<file path="src/pkg/countdown_timer_pkg.sv">
package countdown_timer_pkg;

  // memory bus window, counted in 16-bit words
  localparam int          ADDR_W        = 22;
  localparam logic [21:0] WINDOW_BASE   = 22'h00_0C00;
  localparam logic [21:0] WINDOW_LAST   = 22'h00_0C3F;
  localparam int          WINDOW_WORDS  = 64;
  localparam int          WORD_IDX_W    = 6;

  // per-timer block of eight words
  localparam int          TIMER_COUNT   = 3;
  localparam int          TIMER_STRIDE  = 8;
  localparam logic [2:0]  OFS_COUNT_LO  = 3'h0;
  localparam logic [2:0]  OFS_COUNT_HI  = 3'h1;
  localparam logic [2:0]  OFS_PERIOD_LO = 3'h2;
  localparam logic [2:0]  OFS_PERIOD_HI = 3'h3;
  localparam logic [2:0]  OFS_CONTROL   = 3'h4;
  localparam logic [2:0]  OFS_PRESCALE  = 3'h6;

  // control word fields
  localparam int          CTL_STOP_BIT   = 0;
  localparam int          CTL_RELOAD_BIT = 1;
  localparam int          CTL_IEN_BIT    = 2;
  localparam int          CTL_FLAG_BIT   = 3;

  // widths and reset values
  localparam int          COUNT_W         = 32;
  localparam int          PRESCALE_W      = 16;
  localparam logic [31:0] PERIOD_RESET    = 32'hFFFF_FFFF;
  localparam logic [15:0] PRESCALE_RESET  = 16'h0000;

  // one access from the cpu memory bus
  typedef struct packed {
    logic [21:0] addr;
    logic        wr;
    logic        rd;
    logic        wide;
    logic [31:0] wdata;
  } mem_req_type;

  // interrupt lines leaving the block
  typedef struct packed {
    logic expander;
    logic line_thirteen;
    logic line_fourteen;
  } timer_irq_type;

endpackage

</file>
<file path="src/design/countdown_timers.sv">
// Behaviour
// [RULE_01] three identical timers, each a 32-bit down counter with presettable period
// [RULE_02] each timer has a 16-bit prescaler dividing the cpu clock
// [RULE_03] interrupt raised whenever the down counter reaches zero
// [RULE_04] counter decrements once per prescaled clock period
// [RULE_05] at zero the counter reloads from its period and keeps counting
// [RULE_06] timer 2 drives cpu interrupt line fourteen directly
// [RULE_07] timer 1 may be routed to cpu interrupt line thirteen
// [RULE_08] timer 0 goes to the peripheral interrupt expander
// [RULE_09] registers decode in a 64-word window, no protected-write enable needed
// [RULE_10] window accepts 16-bit and 32-bit reads and writes
// [RULE_11] window sits directly on the cpu memory bus as plain memory
// [RULE_12] prescaler sub-counter reloads on expiry, one decrement enable each time
// [RULE_13] zero event held as a flag software clears, once per reload cycle
`timescale 1ns/100ps
module countdown_timers #(
  parameter int NUM_TIMERS = countdown_timer_pkg::TIMER_COUNT
) (
  // clock and reset
  input  wire logic                               clk,
  input  wire logic                               nrst,
  // cpu memory bus
  input  wire countdown_timer_pkg::mem_req_type   mem_req,
  output logic                                    mem_hit,
  output logic [31:0]                             mem_rdata,
  output logic                                    mem_rvalid,
  // interrupt routing and outputs
  input  wire logic                               route_t1_to_line13,
  output countdown_timer_pkg::timer_irq_type      irq
);

  // local short names for the counter and prescaler widths
  localparam int CW = countdown_timer_pkg::COUNT_W;
  localparam int PW = countdown_timer_pkg::PRESCALE_W;

  // word image of the window, unused words read as zero
  logic [15:0] word_img [countdown_timer_pkg::WINDOW_WORDS];
  logic [NUM_TIMERS-1:0] irq_level;

  // window decode: no protection gate, plain memory on the cpu bus
  logic                  in_window;
  logic [5:0]            widx;
  logic [5:0]            widx_even;
  assign in_window = (mem_req.addr >= countdown_timer_pkg::WINDOW_BASE) &&
                     (mem_req.addr <= countdown_timer_pkg::WINDOW_LAST); // RULE_09 RULE_11
  // a hit needs a strobe as well as an address inside the window
  assign mem_hit   = in_window && (mem_req.wr || mem_req.rd);
  // word index inside the window; a wide access always starts on the even word
  assign widx      = mem_req.addr[5:0];
  assign widx_even = {mem_req.addr[5:1], 1'b0};

  // true when the current write covers word w
  function automatic logic word_wr(input logic [5:0] w);
    logic hit;
    hit = 1'b0;
    if (in_window && mem_req.wr) begin
      if (mem_req.wide) begin
        hit = (w[5:1] == widx_even[5:1]); // RULE_10
      end else begin
        hit = (w == widx);
      end
    end
    return hit;
  endfunction

  // data lane feeding word w of the current write
  function automatic logic [15:0] word_data(input logic [5:0] w);
    logic [15:0] d;
    d = mem_req.wdata[15:0];
    if (mem_req.wide && w[0]) begin
      d = mem_req.wdata[31:16]; // RULE_10
    end
    return d;
  endfunction

  // one block of eight words per timer
  genvar t;
  generate
    for (t = 0; t < NUM_TIMERS; t++) begin : g_timer // RULE_01
      localparam logic [5:0] BASE = 6'(t * countdown_timer_pkg::TIMER_STRIDE);
      localparam logic [5:0] A_CLO = BASE + 6'(countdown_timer_pkg::OFS_COUNT_LO);
      localparam logic [5:0] A_CHI = BASE + 6'(countdown_timer_pkg::OFS_COUNT_HI);
      localparam logic [5:0] A_PLO = BASE + 6'(countdown_timer_pkg::OFS_PERIOD_LO);
      localparam logic [5:0] A_PHI = BASE + 6'(countdown_timer_pkg::OFS_PERIOD_HI);
      localparam logic [5:0] A_CTL = BASE + 6'(countdown_timer_pkg::OFS_CONTROL);
      localparam logic [5:0] A_PSC = BASE + 6'(countdown_timer_pkg::OFS_PRESCALE);

      // per-timer state and strobes
      logic [CW-1:0] count_reg;
      logic [CW-1:0] period_reg;
      logic [PW-1:0] prescale_reg;
      logic [PW-1:0] sub_reg;
      logic          stop_reg;
      logic          ien_reg;
      logic          flag_reg;
      logic          tick;
      logic          zero_event;
      logic          reload_req;
      logic [15:0]   ctl_wdata;
      logic [PW-1:0] sub_start;

      // control write strobes; always_comb also wakes on the bus reads inside the helpers
      always_comb begin
        ctl_wdata  = word_data(A_CTL);
        reload_req = word_wr(A_CTL) && ctl_wdata[countdown_timer_pkg::CTL_RELOAD_BIT];
      end
      // a setting of zero divides by one, otherwise by the setting itself
      assign sub_start  = (prescale_reg == '0) ? '0 : prescale_reg - 1'b1; // RULE_04
      assign tick       = !stop_reg && (sub_reg == '0); // RULE_12
      assign zero_event = tick && (count_reg == '0); // RULE_03

      // period and prescale settings
      always_ff @(posedge clk or negedge nrst) begin
        if (!nrst) begin
          period_reg   <= countdown_timer_pkg::PERIOD_RESET;
          prescale_reg <= countdown_timer_pkg::PRESCALE_RESET;
        end else begin
          if (word_wr(A_PLO)) begin
            period_reg[15:0] <= word_data(A_PLO);
          end
          if (word_wr(A_PHI)) begin
            period_reg[31:16] <= word_data(A_PHI);
          end
          if (word_wr(A_PSC)) begin
            prescale_reg <= word_data(A_PSC); // RULE_02
          end
        end
      end

      // prescaler sub-counter
      always_ff @(posedge clk or negedge nrst) begin
        if (!nrst) begin
          sub_reg <= countdown_timer_pkg::PRESCALE_RESET;
        end else if (reload_req || tick) begin
          sub_reg <= sub_start; // RULE_12
        end else if (!stop_reg) begin
          sub_reg <= sub_reg - 1'b1;
        end
      end

      // main down counter with automatic reload
      always_ff @(posedge clk or negedge nrst) begin
        if (!nrst) begin
          count_reg <= countdown_timer_pkg::PERIOD_RESET;
        end else if (reload_req) begin
          count_reg <= period_reg;
        end else if (zero_event) begin
          count_reg <= period_reg; // RULE_05
        end else if (tick) begin
          count_reg <= count_reg - 1'b1; // RULE_04
        end
      end

      // control bits; a zero event beats a same-cycle clear
      always_ff @(posedge clk or negedge nrst) begin
        if (!nrst) begin
          stop_reg <= 1'b0;
          ien_reg  <= 1'b0;
          flag_reg <= 1'b0;
        end else begin
          if (word_wr(A_CTL)) begin
            stop_reg <= ctl_wdata[countdown_timer_pkg::CTL_STOP_BIT];
            ien_reg  <= ctl_wdata[countdown_timer_pkg::CTL_IEN_BIT];
          end
          if (zero_event) begin
            flag_reg <= 1'b1; // RULE_13
          end else if (word_wr(A_CTL) && ctl_wdata[countdown_timer_pkg::CTL_FLAG_BIT]) begin
            flag_reg <= 1'b0;
          end
        end
      end

      // level towards the interrupt lines, held until software clears flag or enable
      assign irq_level[t] = flag_reg && ien_reg; // RULE_03

      // register image of this timer; one driver per word, spare words read zero
      assign word_img[A_CLO]        = count_reg[15:0];
      assign word_img[A_CHI]        = count_reg[31:16];
      assign word_img[A_PLO]        = period_reg[15:0];
      assign word_img[A_PHI]        = period_reg[31:16];
      assign word_img[A_CTL]        = {12'h000, flag_reg, ien_reg, 1'b0, stop_reg};
      assign word_img[A_CTL + 6'd1] = 16'h0000;
      assign word_img[A_PSC]        = prescale_reg;
      assign word_img[A_PSC + 6'd1] = 16'h0000;
    end

    // words beyond the last timer read as zero
    for (t = NUM_TIMERS * countdown_timer_pkg::TIMER_STRIDE;
         t < countdown_timer_pkg::WINDOW_WORDS; t++) begin : g_unused
      assign word_img[t] = 16'h0000;
    end
  endgenerate

  // read answer strobe, a one-cycle pulse after each read in the window
  always_ff @(posedge clk or negedge nrst) begin
    if (!nrst) begin
      mem_rvalid <= 1'b0;
    end else begin
      mem_rvalid <= in_window && mem_req.rd; // RULE_11
    end
  end

  // read data, one cycle after the request, held until the next read
  always_ff @(posedge clk or negedge nrst) begin
    if (!nrst) begin
      mem_rdata <= 32'h0000_0000;
    end else begin
      if (in_window && mem_req.rd) begin
        if (mem_req.wide) begin
          mem_rdata <= {word_img[widx_even + 6'd1], word_img[widx_even]}; // RULE_10
        end else begin
          mem_rdata <= {16'h0000, word_img[widx]};
        end
      end
    end
  end

  // interrupt routing
  assign irq.expander      = irq_level[0]; // RULE_08
  assign irq.line_thirteen = irq_level[1] && route_t1_to_line13; // RULE_07
  assign irq.line_fourteen = irq_level[2]; // RULE_06

endmodule

</file>
<file path="config.mk">
export PLATFORM = sky130hd
export DESIGN_NAME = countdown_timers
export DESIGN_NICKNAME = d
export VERILOG_FILES = /design/src/pkg/countdown_timer_pkg.sv /design/src/design/countdown_timers.sv
export SDC_FILE = /design/constraint.sdc
export NUM_CORES = 1
export LEC_CHECK = 0
export ABC_AREA = 1
export BUFFER_PORTS_ARGS = -buffer_cell sky130_fd_sc_hd__buf_4
export CORE_UTILIZATION = 29
export DETAILED_ROUTE_END_ITERATION = 6
export PLACE_DENSITY = 0.55
export REMOVE_ABC_BUFFERS = 1
export SLEW_MARGIN = 20
export SYNTH_ARGS = -nofsm -noshare
export SYNTH_HDL_FRONTEND = slang
export SYNTH_SLANG_ARGS = --single-unit
export TNS_END_PERCENT = 10
</file>
<file path="constraint.sdc">
create_clock -name clk -period 2.6 [get_ports clk]
set_input_delay 0.26 -clock clk [delete_from_list [all_inputs] [get_ports clk]]
set_output_delay 0.26 -clock clk [all_outputs]
set_load 0.02 [all_outputs]
</file>
Word level (Yosys, flattened, before mapping) --
Cells that the tools add are included.
Storage, ports and cells: input port bits 60, register bits after elaboration 330
Cells by class: order comparisons 5, eq/ne operators 24, bitwise operators 3, muxes and demuxes 62, reduce and logical (&&, ||, !) cells 42, add/sub/neg operators 10
Operators with widths (count):
- $mux 32 | 10
- $bmux 16 s6 | 3
- $mux 16 | 16
- $logic_not 16->1 | 6
- $logic_not 32->1 | 3
- $sub 16x1->16 const B | 6
- $sub 32x1->32 const B | 3
- $mux 1 | 33
- $eq 4x6->1 const A | 4
- $eq 5x6->1 const A | 4
- $ge 22x12->1 const B | 1
- $le 22x12->1 const B | 1
- $ge 7x7->1 const B | 3
- $not 6->7 | 3
- $logic_and 1x1->1 | 20
- $eq 3x5->1 const A | 3
- $eq 4x5->1 const A | 3
- $eq 2x6->1 const A | 2
- $eq 3x6->1 const A | 2
- $eq 2x5->1 const A | 2
- $reduce_bool 3->1 | 3
- $add 6x1->6 const B | 1
- $ne 2x1->1 const B | 3
- $reduce_bool 2->1 | 3
- 3 further kinds | 8

Logic depth before layout (Yosys ltp) --
Gate-level depths: netlist of the first run.
word-level depth 8, mapped depth 14, depth with buffers taken out 13

Worst setup path after synthesis of the first run --
OpenSTA, ideal clock, no wires.
path kind flip-flop to flip-flop, from register g_timer[0].count_reg[0], to register g_timer[0].count_reg[14], arrival time 1.810 ns, clock period less this slack 1.888 ns, cell stages (with the launch flop) 13, setup slack 0.712 ns, buffers on the path 2, path through dfstp_2 inv_1 ha_1 nand2_1 nor2_2 nand3_1 nor2_1 nand2_1 buf_2 buf_2 nand3_1 nand3_1 o21ai_0
Between the ends: word-level cells in the longest chain between the ends 4
Ends and longest elaborated chain:
- start: declaration | line countdown_timers.sv:89 | logic [CW-1:0] count_reg;
- start signal: assignment | line countdown_timers.sv:144 | count_reg <= countdown_timer_pkg::PERIOD_RESET;
- start signal: assignment | line countdown_timers.sv:146 | count_reg <= period_reg;
- start signal: assignment | line countdown_timers.sv:148 | count_reg <= period_reg;
- $sub 32x1->32 or $logic_not 32->1 (tied branches) | line countdown_timers.sv:150, countdown_timers.sv:110
- $mux 32 or $logic_and 1x1->1 (tied branches) | line countdown_timers.sv:149, countdown_timers.sv:110
- $mux 32 | line countdown_timers.sv:147 | end else if (zero_event) begin
- $mux 32 | line countdown_timers.sv:145 | end else if (reload_req) begin
Parallel ways exist; a longest one is shown, timed or not. The select of a mux whose other input is x is not followed. A chain may end at the register's enable or synchronous reset.

Final worst setup path of the first run --
from register g_timer[2].count_reg[0], to register g_timer[2].count_reg[30]
Between the ends: word-level cells in the longest chain between the ends 4
Ends and longest elaborated chain (line):
- start: declaration | countdown_timers.sv:89
- start signal: assignment | countdown_timers.sv:144
- start signal: assignment | countdown_timers.sv:146
- start signal: assignment | countdown_timers.sv:148
- $sub 32x1->32 or $logic_not 32->1 (tied branches) | countdown_timers.sv:150, countdown_timers.sv:110
- $mux 32 or $logic_and 1x1->1 (tied branches) | countdown_timers.sv:149, countdown_timers.sv:110
- $mux 32 | countdown_timers.sv:147
- $mux 32 | countdown_timers.sv:145
Parallel ways exist; a longest one is shown, timed or not. The select of a mux whose other input is x is not followed.

==> results of run 1 <==
cell usage after synthesis, types with 8 or more instances:
cell / n
ha_1: 11
xor2_1: 76
dfstp_2: 192
dfrtp_1: 138
inv_1: 349
nand3b_1: 8
xnor2_1: 25
nand4_1: 62
o22ai_1: 27
o211ai_1: 26
o21ai_0: 339
buf_2: 52
nand3_1: 322
o221ai_1: 46
nor3_1: 14
a31oi_1: 8
nor2_1: 443
clkbuf_1: 96
nand2_1: 1207
o21ai_1: 22
buf_1: 10
inv_2: 15
a21oi_1: 98
repair_timing:
item	CTS	global route
hold buffers	2	0
endpoints found under the setup margin	0	8
gates resized for setup	0	1
endpoints found under the hold margin	30	0
per-stage QoR:
| step | power [W] | util, % | worst slack, ps | area (µm²) |
|---|---|---|---|---|
| global placement | 0.00648 | 32.5 | 221 | 25800 |
| floorplan | 0.00580 | - | -338 | 22700 |
| global route | 0.0126 | 34.2 | 34.8 | 27200 |
| detailed placement | 0.00648 | 32.5 | 149 | 25800 |
| finish | 0.0123 | 34.2 | 251 | 27200 |
| CTS | 0.0123 | 34.2 | 135 | 27200 |
per-layer routing:
metal | wire [µm] | up-vias | GRT usage (%) | part of all wire, %
li1 | - | 12000 | - | -
met1 | 46700 | 12100 | 36.3 | 43
met2 | 47400 | 1252 | 39.9 | 43
met3 | 9270 | 223 | 3.91 | 8.5
met4 | 5810 | 0 | 12.6 | 5.3
met5 | 0 | - | 0 | 0
placed cells by master, fill, tap and decap left out, types with 4 or more instances in the layout:
| cell | instances |
|---|---|
| clkbuf_8 | 11 |
| nand3b_1 | 8 |
| o31ai_1 | 4 |
| or2_2 | 4 |
| clkbuf_1 | 12 |
| a22oi_1 | 4 |
| a21oi_1 | 98 |
| o2111ai_1 | 5 |
| o21ai_1 | 22 |
| nand3_1 | 322 |
| xor2_1 | 76 |
| nand3_2 | 4 |
| o211ai_1 | 26 |
| inv_1 | 349 |
| buf_12 | 13 |
| xnor2_1 | 25 |
| nand4_1 | 62 |
| nand2_1 | 1207 |
| dfstp_2 | 192 |
| inv_2 | 15 |
| dfrtp_1 | 138 |
| nor3_1 | 14 |
| clkinv_2 | 6 |
| nand2_2 | 5 |
| nor2_1 | 442 |
| nor2_2 | 8 |
| o21ai_0 | 339 |
| o221ai_1 | 46 |
| ha_1 | 11 |
| and2_1 | 4 |
| clkbuf_16 | 42 |
| o22ai_1 | 27 |
| buf_4 | 199 |
| a31oi_1 | 8 |
power breakdown:
part | switching (W) | internal [W] | leakage (nW) | total (W)
Sequential | 0.0000562 | 0.00520 | 3.76 | 0.00526
Combinational | 0.000833 | 0.000344 | 7.47 | 0.00118
Clock | 0.00252 | 0.00332 | 0.659 | 0.00583
Total | 0.00340 | 0.00886 | 11.9 | 0.0123
cell families after synthesis:
group / count (synthesis)
AO/OA/AOI/OAI: 588
XOR/XNOR: 101
AND/OR/NAND/NOR: 2086
flip-flops: 330
adder cells (fa/ha/maj): 11
buffers and inverters: 533
worst max-delay path, stage by stage, from the launching register on:
cell and delay [ps]:
dfstp_2 370, inv_1 190, ha_1 380, nand2_1 140, nor2_1 350, nand2_1 120
nor2_1 300, nand3_1 120, nand2_1 80, nand2_1 50, nand2_1 50, nand3_1 70
nand2_1 60
area by class of cell:
type	count	area (µm²)	share of cell area, %
clock buffer	65	1250	4.59
clock inverter	13	96.3	0.355
inverter	366	1370	5.06
multi-input combinational	2786	12900	47.3
sequential	330	8500	31.3
tap	1050	1310	4.84
timing repair buffer	215	1790	6.59
how the worst max path moves through the flow:
stage | depth (start not counted) | endpoint | slack [ps] | from
after floorplan | 10 | g_timer[0].sub_reg[3] | -340 | mem_req[35]
after global placement | 10 | mem_rdata[7] | 220 | mem_req[36]
after detailed placement | 11 | g_timer[2].count_reg[28] | 150 | g_timer[2].sub_reg[0]
after CTS | 11 | g_timer[2].count_reg[4] | 140 | g_timer[2].sub_reg[0]
after global routing | 12 | g_timer[2].count_reg[30] | 30 | g_timer[2].count_reg[0]
final | 12 | g_timer[2].count_reg[30] | 250 | g_timer[2].count_reg[0]
==> flow_metrics.tcl, run 1 <==
set metrics [dict create \
    status "complete, no violations" \
    cts_tree "done" \
    synth_seq_cells 330 \
    p_leak_nw 11.9 \
    start_util_pct 29.5 \
    final_nets 3812 \
    n_antenna_cell 0 \
    worst_pin_slew_ps 1010 \
    num_io_pins 97 \
    die_h_um 286 \
    root_buffer "clkbuf_16" \
    synth-main-ff-cell "dfstp_2" \
    synth_area_leaders "dfstp_2, nand2_1, dfrtp_1" \
    synth_xor_area_share_pct 3.77 \
    syn_to_final_growth_pct 15.8 \
    setup_viol 0 \
    slew_viol_final 0 \
    cts_made_buffers 42 \
    max_cap_viol_count 0 \
    grt_overflow 0 \
    r2r-end "g_timer[2].count_reg[30]" \
    slew_headroom_pct 32.3 \
    skew_ps 22.8 \
    fin_hold_ws_ps 86.9 \
    grt_pass1_wl_um 160000 \
    grt_max_degree 67 \
    grt_pass1_vias 23900 \
    end_kind "flop" \
    critPathMaxFanout 6 \
    hold_viol 0 \
    fin_crit_sh_pct 90.4 \
    synth_compound_area_share_pct 14.0 \
    max_freq_mhz 426 \
    synth_top_area_share_pct 21.5 \
    syn_area_per_cell_um2 6.43 \
    synth-edff-count 0 \
    whs_path_depth 4 \
    rr_startpoint "g_timer[2].count_reg[0]" \
    dieArea_um2 82000 \
    wl_um 109000 \
    r2r_cells 12 \
    vias 25600 \
    firstDrtPassIters 5 \
    dr.first_iter.drc_count 3268 \
    layout.cells.non_filler 4825 \
    antenna_found_initial 1 \
    finalCriticalPeriod_ps 2350 \
    path_class "reg -> reg" \
    die_w_um 286 \
    grt_setup_unrepaired "no" \
    reg2reg_slack_ps 250 \
    power.density_nw_per_um2 451 \
    syn_inst 3649 \
    synthMuxAreaShare_pct 0 \
    grt_util_all_layers_pct 26.2 \
    yosys_warnings 0 \
    clockBufferDepth 3 \
    gp_congestion 1.06 \
    synth_area_leader_cell "dfstp_2" \
    ys_seq_area_share_pct 36.2 \
    routedWlPerCell_um 22.6 \
    fillers 8692 \
    drc 0 \
    critPathRequiredTime_ps 3130 \
    post-cts-setup-buffers 0 \
    drive_gt1_share_pct 13.5 \
    clkLatencyLatePin_ps 600 \
    syn_area_um2 23500 \
    cp.arrival_ps 2880 \
    dp_cells 4745 \
    via_per_inst 5.30 \
    clkTransAtPathRegs_ps 60 \
    ir_drop_mv 0.403 \
    hold_start "mem_req[33]" \
    core_area_um2 79500 \
    std_cell_rows 103 \
    ant_nets 0 \
    hold_end "mem_rvalid" \
    place_hpwl_um 83700 \
    worst_setup_path_start_kind "flop" \
    async_reset_ff_share_pct 100 \
    yosys.area_share.simple_pct 36.4 \
    htreeDepth 2 \
    setup_tns_ps 0 \
    port_buffers 96 \
    cts_sinks 330 \
    synth_fa_ha_area_share_pct 0.587 \
    synth.distinct_cells 43 \
    synth_top_family_by_area "simple AND/OR/NAND/NOR gates" \
    holdCritPathClass "in -> reg" \
]
Note: power is estimated with default switching activity, not from simulation.
==> run 2, diff against run 1 <==
--- a/config.mk
+++ b/config.mk
@@ -5,7 +5,6 @@
 export SDC_FILE = /design/constraint.sdc
 export NUM_CORES = 1
 export LEC_CHECK = 0
-export ABC_AREA = 1
 export BUFFER_PORTS_ARGS = -buffer_cell sky130_fd_sc_hd__buf_4
 export CORE_UTILIZATION = 29
 export DETAILED_ROUTE_END_ITERATION = 6
==> flow_metrics.tcl, run 2 <==
set metrics [dict create \
    ir_drop_mv 0.421 \
    grt_util_all_layers_pct 24.5 \
    fin_crit_sh_pct 97.9 \
    wl_um 93500 \
    critPathRequiredTime_ps 3090 \
    cp.arrival_ps 3030 \
    via_per_inst 5.82 \
    yosys_warnings 0 \
    root_buffer "clkbuf_16" \
    finalCriticalPeriod_ps 2550 \
    critPathTopFamily "simple AND/OR/NAND/NOR gates" \
    synth-edff-count 0 \
    worst_setup_path_start_kind "flop" \
    core_area_um2 73500 \
    drive_gt1_share_pct 32.6 \
    routedWlPerCell_um 26.3 \
    cts_tree "done" \
    cts_made_buffers 43 \
    hold_viol 0 \
    htreeDepth 2 \
    fin_util_pct 36.5 \
    fin_hold_ws_ps 21.3 \
    std_cell_rows 99 \
    path_class "reg -> reg" \
    clkTransAtPathRegs_ps 60 \
    cts_sinks 330 \
    critPathMaxFanout 4 \
    crit_slowest_cell "or4_4" \
    p_total_w 0.0125 \
    mostFrequentLayoutCells "buf_4, nand2_1, dfstp_2, mux2i_1, o21ai_0" \
    worst_pin_slew_ps 814 \
    synth-main-ff-cell "dfstp_2" \
    start_util_pct 29.5 \
    status "finished with violations" \
    end_kind "flop" \
    violations "DRC" \
    power.density_nw_per_um2 466 \
    gp_congestion 0.984 \
    grt_pass1_vias 20000 \
    slew_headroom_pct 45.2 \
    syn_to_final_growth_pct 24.0 \
    max_cap_viol_count 0 \
    syn_inst 2314 \
    dieArea_um2 75700 \
    final_nets 2636 \
    pre_cts_ws_ps -50.6 \
    grt_setup_unrepaired "yes" \
    drc 7 \
    grt_max_degree 72 \
    synth_seq_cells 330 \
    die_w_um 275 \
    firstDrtPassIters 7 \
    path_buf_inv 1 \
    setup_tns_ps 0 \
    ant_nets 0 \
    holdCritPathClass "in -> reg" \
    final_common_cell "buf_4" \
    antenna_found_initial 9 \
    synth_area_leaders "dfstp_2, dfrtp_1, mux2i_1" \
    syn_area_per_cell_um2 9.35 \
    dr.first_iter.drc_count 2187 \
    synth.distinct_cells 87 \
    ys_seq_area_share_pct 39.3 \
    grt_pass1_wl_um 137000 \
    syn_area_um2 21600 \
    clockBufferDepth 3 \
    max_stage_delay_ps 480 \
    synth_commonest_cells "nand2_1, dfstp_2, mux2i_1, o21ai_0, dfrtp_1" \
    clkLatencyLatePin_ps 590 \
    slew_viol_final 0 \
    max_freq_mhz 393 \
    async_reset_ff_share_pct 100 \
    setup_ws_ps 53.5 \
    p_leak_nw 11.5 \
    place_hpwl_um 70400 \
    port_buffers 96 \
    vias 20700 \
    path_cells "or3_1, or4_4, buf_4, or2_2, or4_1, a21oi_1, o22ai_1" \
    die_h_um 275 \
    num_io_pins 97 \
    synth_area_leader_cell "dfstp_2" \
    yosysMostFrequentCell "nand2_1" \
    synth_top_area_share_pct 23.3 \
    setup_viol 0 \
    skew_ps 30.0 \
    grt_overflow 0 \
    reg2reg_slack_ps 50 \
    n_antenna_cell 0 \
]
-- run 2: kinds of logic (layout without fill, tap and decap cells) --
family / count (synthesis) / after routing / share of synthesized area, %
simple gates: 848 / 848 / 19.7
xor+xnor: 43 / 43 / 1.74
mux: 334 / 334 / 18.7
compound gates: 532 / 532 / 15.8
fa+ha+maj: 11 / 11 / 0.636
flops: 330 / 330 / 39.3
buf+inv: 216 / 500 / 4.20
-- run 2: path summary, 6_finish.rpt --
check | from | to | cells past startpoint
max in group asynchronous | nrst | g_timer[2].period_reg[20] | 3
setup / recovery | g_timer[0].count_reg[20] | g_timer[0].count_reg[18] | 7
hold / removal | mem_req[33] | mem_rvalid | 3
setup reg to reg | g_timer[0].count_reg[20] | g_timer[0].count_reg[18] | 7
hold reg to reg | mem_rdata[28] | mem_rdata[28] | 2
min in group asynchronous | nrst | g_timer[1].sub_reg[6] | 2
-- run 2: power by group --
group	switching, W	internal, W	total, W
clock	0.00246	0.00370	0.00616
combinational	0.000694	0.000383	0.00108
sequential	0.0000631	0.00521	0.00527
-- run 2: routing by layer --
layer,part of all wire (%),routed length (µm),vias to the layer above,global-route usage (%)
met3,8.2,7690,159,4.91
met5,0,0,-,0
met4,3.9,3610,0,9.42
met2,45,41800,988,37.8
li1,-,-,9142,-
met1,43,40300,10400,33.7
-- run 2: area by class of cell --
cell class	instances	area, µm²
well taps	959	1200
fillers	7429	46600
clock inverters	16	191
inverters	63	236
repair buffers	359	3000
clock buffers	62	1240
flip-flops and latches	330	8500
multi-input cells	1768	12500
-- run 2: repair_timing --
item | 4_1_cts | 5_1_grt
hold endpoints to repair | 20 | 0
resized for setup | 0 | 37
hold buffers | 1 | 0
endpoints found under the setup margin | 0 | 82
setup buffers | 0 | 3
-- run 2: per-stage QoR --
stage	cells	area, µm²
CTS	3553	26600
global placement	3474	25200
finish	3557	26800
floorplan	2161	21000
detailed placement	3474	25200
global route	3557	26800
-- run 2: worst reg2reg max path: cells and delay by family (launching register included) --
kind,cells,cell delay (ps)
simple gates,4,1650
flops,1,360
compound gates,2,270
buf+inv,1,170
